## config.mk

```make
export PLATFORM = sky130hd
export DESIGN_NAME = mst_mgmt_timing
export DESIGN_NICKNAME = d
export VERILOG_FILES = /design/src/shared/mst_pkg.sv /design/src/logic/mst_mgmt_timing.sv
export VERILOG_INCLUDE_DIRS = /design/src /design/src/shared
export SDC_FILE = /design/constraint.sdc
export NUM_CORES = 1
export LEC_CHECK = 0
export ABC_AREA = 0
export BUFFER_PORTS_ARGS = -buffer_cell sky130_fd_sc_hd__buf_2
export CORE_UTILIZATION = 40
export DETAILED_ROUTE_END_ITERATION = 8
export PLACE_DENSITY = 0.57
export SYNTH_ARGS = -nofsm -noshare
export SYNTH_HDL_FRONTEND = slang
export SYNTH_SLANG_ARGS = --single-unit
```

## constraint.sdc

```tcl
create_clock -name ref_clk -period 2.2 [get_ports ref_clk]
set_clock_uncertainty 0.1 [all_clocks]
set_input_delay 0.11 -clock ref_clk [delete_from_list [all_inputs] [get_ports ref_clk]]
set_output_delay 0.11 -clock ref_clk [all_outputs]
set_load 0.01 [all_outputs]
```

## src/shared/mst_regs.svh

```systemverilog
// constants for the module management timing block: status bit position,
// pin idle levels, every latency as a time, and init, reset pulse and wake also as a cycle count.
// assumes a single 100 MHz management clock.
`ifndef MST_REGS_SVH
`define MST_REGS_SVH

// ----------------------------------------------------------------------
// status byte layout
// ----------------------------------------------------------------------
`define MST_STATUS_BYTE 8'h02
`define MST_DNR_BIT 0
`define MST_STATUS_RST 8'h01

// ----------------------------------------------------------------------
// pin idle levels, order {reset_n, select_n, lp_req}
// ----------------------------------------------------------------------
`define MST_PIN_IDLE 3'h6

// ----------------------------------------------------------------------
// timing, times as printed, counts derived at 100 cycles per us
// ----------------------------------------------------------------------
`define MST_CYC_PER_US 100
`define MST_T_INIT_MS 2000
`define MST_T_RSTPULSE_US 2
`define MST_T_LOW_POWER_REQUEST_US 100
`define MST_T_INT_ON_MS 200
`define MST_T_INT_OFF_US 500
`define MST_T_MASK_MS 100
`define MST_T_SELECT_US 100
`define MST_T_PDOWN_ON_MS 100
`define MST_T_PDOWN_OFF_MS 300
`define MST_INIT_CYC (`MST_T_INIT_MS * 1000 * `MST_CYC_PER_US)
`define MST_RSTPULSE_CYC (`MST_T_RSTPULSE_US * `MST_CYC_PER_US)
`define MST_WAKE_CYC (`MST_T_PDOWN_OFF_MS * 1000 * `MST_CYC_PER_US)

`endif

```

## src/shared/mst_pkg.sv

```systemverilog
// types for the module management timing block.
// assumes nothing of its surroundings.
package mst_pkg;

   // ------------------------------------------------------------------
   // pins from the host, first member is the top bit
   // ------------------------------------------------------------------
   typedef struct packed {
      logic reset_n;
      logic select_n;
      logic lp_req;
   } mst_pins_t;

   // ------------------------------------------------------------------
   // sequencer states
   // ------------------------------------------------------------------
   typedef enum logic [2:0] {
      MST_HOLD,
      MST_INIT,
      MST_RUN,
      MST_LOWP,
      MST_WAKE
   } mst_state_t;

endpackage : mst_pkg

```

## src/logic/mst_mgmt_timing.sv

```systemverilog
// management control and status sequencing of a pluggable module:
// init after power-on or reset, data-not-ready, flags and interrupt,
// masks, select gating of the serial bus and low-power control.
// assumes the serial bus engine sits on ref_clk and hands over strobes
// at the rising clock edge after each stop bit.
//
// Contract
// - fully functional within 2000 ms of power-on
// - reset pin recognised only when low over 2 us
// - serial bus answers within 2000 ms of power-on
// - clear data-not-ready and assert interrupt after init
// - fully functional once ready interrupt raised
// - fully functional within 2000 ms of reset release
// - low-power pin gives low power within 100 us
// - interrupt asserted within 200 ms of condition
// - flags clear on read, interrupt released quickly
// - loss-of-signal flag and interrupt within 100 ms
// - transmit fault flag and interrupt within 200 ms
// - other flags set with interrupt within 200 ms
// - set mask stops interrupt within 100 ms
// - cleared mask resumes interrupt within 100 ms
// - select asserted enables bus within 100 us
// - select deasserted disables bus within 100 us
// - power-down bit set gives low power
// - power-down bit cleared: functional within 300 ms
// - control writes take effect from stop edge
// - user page carries no imposed structure
`timescale 1ns/1ps
`default_nettype none
`include "mst_regs.svh"

module mst_mgmt_timing #(
   parameter int NFLAG = 3,
   parameter int INIT_CYC = `MST_INIT_CYC,
   parameter int WAKE_CYC = `MST_WAKE_CYC,
   parameter int RST_MIN_CYC = `MST_RSTPULSE_CYC
) (
   input wire logic ref_clk,
   input wire logic rst_n,
   input wire mst_pkg::mst_pins_t pins,
   input wire logic [NFLAG-1:0] flag_cond,
   input wire logic flag_read,
   input wire logic [NFLAG-1:0] flag_read_sel,
   input wire logic status_read,
   input wire logic ctrl_write,
   input wire logic [NFLAG-1:0] mask_wdata,
   input wire logic pdown_wdata,
   output logic interrupt_out_n,
   output logic bus_enable,
   output logic low_power,
   output logic fully_functional,
   output logic [7:0] status_byte,
   output logic [NFLAG-1:0] flags,
   output logic [NFLAG-1:0] mask,
   output logic pdown
);

   // ------------------------------------------------------------------
   // local widths and counts
   // ------------------------------------------------------------------
   localparam int CW = 28;
   localparam int RW = 16;
   localparam logic [CW-1:0] INIT_LAST = CW'(INIT_CYC - 1);
   localparam logic [CW-1:0] WAKE_LAST = CW'(WAKE_CYC - 1);
   localparam logic [RW-1:0] RST_MIN = RW'(RST_MIN_CYC);

   // ------------------------------------------------------------------
   // pin synchronisers, three stages, filtered on stages two and three
   // ------------------------------------------------------------------
   logic [2:0] pin_s1;
   logic [2:0] pin_s2;
   logic [2:0] pin_s3;
   logic [2:0] pin_filt;
   logic [2:0] next_pin_filt;
   logic rst_pin_n;
   logic sel_pin_n;
   logic lp_pin;

   always_comb begin
      next_pin_filt = (pin_s2 & pin_s3) | (pin_filt & (pin_s2 ^ pin_s3));
   end

   always_ff @(posedge ref_clk or negedge rst_n) begin
      if (!rst_n) begin
         pin_s1 <= `MST_PIN_IDLE;
         pin_s2 <= `MST_PIN_IDLE;
         pin_s3 <= `MST_PIN_IDLE;
         pin_filt <= `MST_PIN_IDLE;
      end else begin
         pin_s1 <= pins;
         pin_s2 <= pin_s1;
         pin_s3 <= pin_s2;
         pin_filt <= next_pin_filt;
      end
   end

   assign rst_pin_n = pin_filt[2];
   assign sel_pin_n = pin_filt[1];
   assign lp_pin = pin_filt[0];

   // ------------------------------------------------------------------
   // reset pulse qualification
   // ------------------------------------------------------------------
   logic [RW-1:0] rlow_cnt;
   logic [RW-1:0] next_rlow_cnt;
   logic rst_hit;

   always_comb begin
      next_rlow_cnt = rlow_cnt;
      if (rst_pin_n) begin
         next_rlow_cnt = '0;
      end else if (rlow_cnt <= RST_MIN) begin
         next_rlow_cnt = rlow_cnt + RW'(1);
      end
   end

   // only a low level longer than the minimum pulse counts
   assign rst_hit = (rlow_cnt > RST_MIN);

   always_ff @(posedge ref_clk or negedge rst_n) begin
      if (!rst_n) begin
         rlow_cnt <= '0;
      end else begin
         rlow_cnt <= next_rlow_cnt;
      end
   end

   // ------------------------------------------------------------------
   // control bits, taken at the stop edge of a control write
   // ------------------------------------------------------------------
   logic [NFLAG-1:0] next_mask;
   logic next_pdown;

   always_comb begin
      next_mask = mask;
      next_pdown = pdown;
      if (rst_hit) begin
         next_mask = '0;
         next_pdown = 1'b0;
      end else if (ctrl_write) begin
         next_mask = mask_wdata;
         next_pdown = pdown_wdata;
      end
   end

   always_ff @(posedge ref_clk or negedge rst_n) begin
      if (!rst_n) begin
         mask <= '0;
         pdown <= 1'b0;
      end else begin
         mask <= next_mask;
         pdown <= next_pdown;
      end
   end

   // ------------------------------------------------------------------
   // sequencer with the long latency counter
   // ------------------------------------------------------------------
   mst_pkg::mst_state_t state;
   mst_pkg::mst_state_t next_state;
   logic [CW-1:0] cnt;
   logic [CW-1:0] next_cnt;
   logic init_done;

   always_comb begin
      next_state = state;
      next_cnt = '0;
      init_done = 1'b0;
      case (state)
         mst_pkg::MST_HOLD: begin
            if (rst_pin_n) begin
               next_state = mst_pkg::MST_INIT;
            end
         end
         mst_pkg::MST_INIT: begin
            // one counter covers the two second window
            next_cnt = cnt + CW'(1);
            if (cnt == INIT_LAST) begin
               next_state = mst_pkg::MST_RUN;
               init_done = 1'b1;
               next_cnt = '0;
            end
         end
         mst_pkg::MST_RUN: begin
            if (pdown) begin
               next_state = mst_pkg::MST_LOWP;
            end
         end
         mst_pkg::MST_LOWP: begin
            if (!pdown) begin
               next_state = mst_pkg::MST_WAKE;
            end
         end
         mst_pkg::MST_WAKE: begin
            next_cnt = cnt + CW'(1);
            if (pdown) begin
               next_state = mst_pkg::MST_LOWP;
               next_cnt = '0;
            end else if (cnt == WAKE_LAST) begin
               next_state = mst_pkg::MST_RUN;
               next_cnt = '0;
            end
         end
         default: begin
            next_state = mst_pkg::MST_HOLD;
         end
      endcase
      if (rst_hit) begin
         next_state = mst_pkg::MST_HOLD;
         next_cnt = '0;
         init_done = 1'b0;
      end
   end

   always_ff @(posedge ref_clk or negedge rst_n) begin
      if (!rst_n) begin
         state <= mst_pkg::MST_INIT;
         cnt <= '0;
      end else begin
         state <= next_state;
         cnt <= next_cnt;
      end
   end

   // ------------------------------------------------------------------
   // flags, ready event and interrupt
   // ------------------------------------------------------------------
   logic [NFLAG-1:0] cond_q;
   logic [NFLAG-1:0] flag_rise;
   logic [NFLAG-1:0] flag_clr;
   logic [NFLAG-1:0] next_flags;
   logic ready_evt;
   logic next_ready_evt;
   logic next_int_n;

   assign flag_rise = flag_cond & ~cond_q;
   assign flag_clr = flag_read ? flag_read_sel : '0;

   always_comb begin
      // a new event in the clearing cycle survives the clear
      next_flags = (flags & ~flag_clr) | flag_rise;
      next_ready_evt = (ready_evt & ~status_read) | init_done;
      if (rst_hit) begin
         next_flags = '0;
         next_ready_evt = 1'b0;
      end
      // unmasked flags and the ready event drive the pin low
      next_int_n = ~((|(next_flags & ~next_mask)) | next_ready_evt);
   end

   always_ff @(posedge ref_clk or negedge rst_n) begin
      if (!rst_n) begin
         cond_q <= '0;
         flags <= '0;
         ready_evt <= 1'b0;
         interrupt_out_n <= 1'b1;
      end else begin
         cond_q <= flag_cond;
         flags <= next_flags;
         ready_evt <= next_ready_evt;
         interrupt_out_n <= next_int_n;
      end
   end

   // ------------------------------------------------------------------
   // status byte, bus gating, power level
   // ------------------------------------------------------------------
   logic [7:0] next_status;
   logic next_bus_enable;
   logic next_low_power;
   logic next_ff;
   logic up;

   always_comb begin
      up = (next_state != mst_pkg::MST_HOLD) &&
           (next_state != mst_pkg::MST_INIT);
      next_status = '0; // user storage lies elsewhere, unshaped
      next_status[`MST_DNR_BIT] = ~up;
      // bus answers only once up and while selected
      next_bus_enable = up && !sel_pin_n;
      next_low_power = lp_pin || (next_state == mst_pkg::MST_LOWP);
      next_ff = (next_state == mst_pkg::MST_RUN);
   end

   always_ff @(posedge ref_clk or negedge rst_n) begin
      if (!rst_n) begin
         status_byte <= `MST_STATUS_RST;
         bus_enable <= 1'b0;
         low_power <= 1'b0;
         fully_functional <= 1'b0;
      end else begin
         status_byte <= next_status;
         bus_enable <= next_bus_enable;
         low_power <= next_low_power;
         fully_functional <= next_ff;
      end
   end

endmodule : mst_mgmt_timing
`default_nettype wire

```

==> run summary <==
Status -> complete, no violations
Worst Setup EP -> rlow_cnt[3]
Hold path start -> flag_read_sel[0]
Drt wl/cell -> 13.1 µm
Finished Layout Cells -> 478
Iter 0 DRT Violations -> 107
Psw -> 862 µW
Library cells used by synthesis -> 48
Global-route wire length before repair -> 10400 µm
Worst-path clk slew -> 0.09 ns
Reg2reg end -> rlow_cnt[3]
Pre-CTS setup slack -> 0.0865 ns
Most used DFF post-synth -> dfrtp_1
H-tree depth -> 3
Largest net degree at the start of global routing -> 47
GRT Total Usage -> 15.7%
I/O pin count -> 37
Final setup fails -> 0
TritonCTS Buffers -> 9
IO buf count -> 29
Hold crit path type -> in2reg
GPL Wtd Cong -> 0.790
Antenna Cells -> 0
Layout cells sized above 1 -> 21.4%
Total wire length -> 6250 µm
Total power -> 2.97 mW
Internal -> 2.11 mW
Post-CTS Setup Repair Bufs -> 0
Reg2Reg Setup Slack -> 0.14 ns
Clock Power Share -> 34.0%
Synth Area in Compound Gates -> 7.62%
Vias/cell -> 4.95
CTS tree -> built
Maxcap violations -> 0
Type of origin of the critical path -> register
Fin crit period -> 2.06 ns
HPWL after detailed placement -> 4250 µm
Initial core utilization -> 41.2%
Synth Cell Area -> 0.00338 mm²
Comb power frac -> 13.2%
Ys Warns -> 0
Post-DRT Antenna Nets -> 0
Worst-path cell chain -> inv_1, ha_1, nand2b_1, a211o_1, a21o_1, buf_4, or3_1, a21oi_1
Detailed-route DRC error count -> 0
Design Area, Final -> 0.00403 mm²
CP max-delay cell -> dfrtp_1
Chip width -> 94.0 µm
Vias -> 2364
Worst path arrival time -> 2.24 ns
Synthesized flop and latch total -> 75
FMAX -> 485 MHz
Mean Syn Cell Area -> 10.9 µm²
Dpl cells -> 449
GRT overflow -> 0
Register share of total power -> 52.8%
Nets -> 392
Util after Layout -> 49.0%
Area after DPL -> 0.00369 mm²
Sequential share of the synthesized area -> 55.9%
Die Y-Extent -> 94.0 µm
Initial antenna violation count -> 0
Largest cells by area after synthesis -> dfrtp_1 (47%), dfstp_2 (8.5%), nor2_1 (4.7%), xor2_1 (4.4%), nor2b_1 (2.4%)
Largest area contributor in the synthesized netlist -> dfrtp_1
Async S/R FF share, synth -> 100%
Core Area -> 0.00822 mm²
Fin Hold WS -> 0.00587 ns
Crit path launch -> rlow_cnt[1]
Switching part of the total -> 29.1%
Most common cell in the netlist -> dfrtp_1
Slew Viols, Final -> 0
Worst Path Required -> 2.38 ns
Post-synth EDFFs -> 0
Worst-path maximum fanout -> 11
Num rows -> 33
Simple-gate share of the synthesized area -> 21.4%
Commonest cells in the netlist -> dfrtp_1 (64), nor2_1 (42), nand2_1 (18), xor2_1 (17), a21oi_1 (14)
Peak supply drop -> 0.351 mV
Cell count after synthesis -> 311
P per Cell Area -> 737 mW/mm²
Area Overhead vs Synth -> 19.0%
Pre-Repair DR Iteration Count -> 5
Hold Vio Cnt, Final -> 0
Crit path largest cell delay -> 0.41 ns
CTS sink count -> 75
RSZ-0062 raised after global routing -> no
Xor-xnor portion of the synthesized cell area -> 6.47%
FF-to-FF Start -> rlow_cnt[1]
Final TNS setup -> 0 ns
Die area -> 0.00883 mm²
CTS max path bufs -> 2
Max-slew headroom -> 63.1%
Multiplexer share of the synthesized area -> 1.85%
Static Leak -> 1.91 nW
Top cell type's share of synthesized area -> 47.3%
Clk Latency, worst-skew pair -> 0.35 ns
Final worst path period share -> 93.8%
Fin worst setup slack -> 0.136 ns
CP Capture Type -> register
Worst-Margin Slew -> 0.554 ns
Via count of the first global-routing pass -> 2282
Root buffer cell -> clkbuf_8
Main combinational cell family by area after synthesis -> simple AND/OR/NAND/NOR gates
CP Class -> reg2reg
Adder-Cell Fraction of Synth Area -> 2.22%
Reg2reg path depth -> 8
## registers in the layout, indices dropped and copies added (netlist names)
register	flops
bus_enable	1
cnt	28
cond_q	3
flags	3
fully_functional	1
interrupt_out_n	1
low_power	1
mask	3
pdown	1
pin_filt	3
pin_s1	3
pin_s2	3
pin_s3	3
ready_evt	1
rlow_cnt	16
state	3
status_byte	1
## logic make-up after synthesis
| logic type | Yosys count |
|---|---|
| compound gates | 39 |
| simple gates | 133 |
| buf+inv | 26 |
| flops | 75 |
| fa+ha+maj | 6 |
| other cells | 1 |
| mux | 6 |
| xor+xnor | 25 |
## power groups by stage
stage	Sequential [mW]	Combinational, mW	Clock [mW]
2_1_floorplan	1.59	0.259	0
3_3_place_gp	1.59	0.372	0
3_5_place_dp	1.59	0.383	0
4_1_cts	1.57	0.403	1.05
5_1_grt	1.58	0.455	1.10
6_report	1.57	0.393	1.01
## layout by cell type (no fill, tap or decap), types with 5 or more instances in the layout
cell type / synthesis / final
a21oi_1: 14 / 14
o21ai_0: 5 / 5
ha_1: 6 / 6
nand4_1: 11 / 11
inv_1: 9 / 9
clkbuf_8: 0 / 9
dlygate4sd3_1: 0 / 13
xnor2_1: 8 / 8
buf_2: 2 / 28
nor2_1: 42 / 42
xor2_1: 17 / 17
dfrtp_1: 64 / 64
and3_1: 5 / 5
a21o_1: 6 / 6
nand2_1: 18 / 18
conb_1: 1 / 7
nor2b_1: 13 / 13
dfstp_2: 11 / 11
buf_4: 7 / 15
nand3_1: 10 / 10
## routing by layer
layer	routed length, µm	up-vias	global-route usage, %
met4	140	0	8.85
met3	198	9	3.07
met1	3090	1136	20.4
met2	2820	43	24.4
li1	-	1176	-
met5	0	-	0
## worst max-delay path, delay by kind of cell, from the launching register on
family / cells / cell delay (ns)
fa+ha+maj: 1 / 0.13
compound gates: 3 / 0.69
flops: 1 / 0.41
simple gates: 2 / 0.40
buf+inv: 2 / 0.26
## worst min path at each step
stage | end | slack [ns] | cells after the start
2_1_floorplan | bus_enable | -0.29 | 0
3_3_place_gp | cond_q[1] | 0.04 | 1
3_5_place_dp | cond_q[1] | 0.05 | 1
4_1_cts | flags[2] | 0.005 | 4
5_1_grt | flags[0] | 0.05 | 4
6_report | flags[0] | 0.006 | 4
## what timing repair did
item	4_1_cts	5_1_grt
hold endpoints to repair	46	0
hold buffers	13	0
endpoints found under the setup margin	0	14
resized for setup	0	2
## cell type report
| type | count | area [µm²] |
|---|---|---|
| clock inverter | 7 | 65.1 |
| tap | 105 | 131 |
| fill | 773 | 4190 |
| sequential | 75 | 1890 |
| timing repair buffer | 57 | 403 |
| inverter | 9 | 33.8 |
| multi-input combinational | 216 | 1380 |
| clock buffer | 9 | 124 |
(Power assumes the default switching activity.)
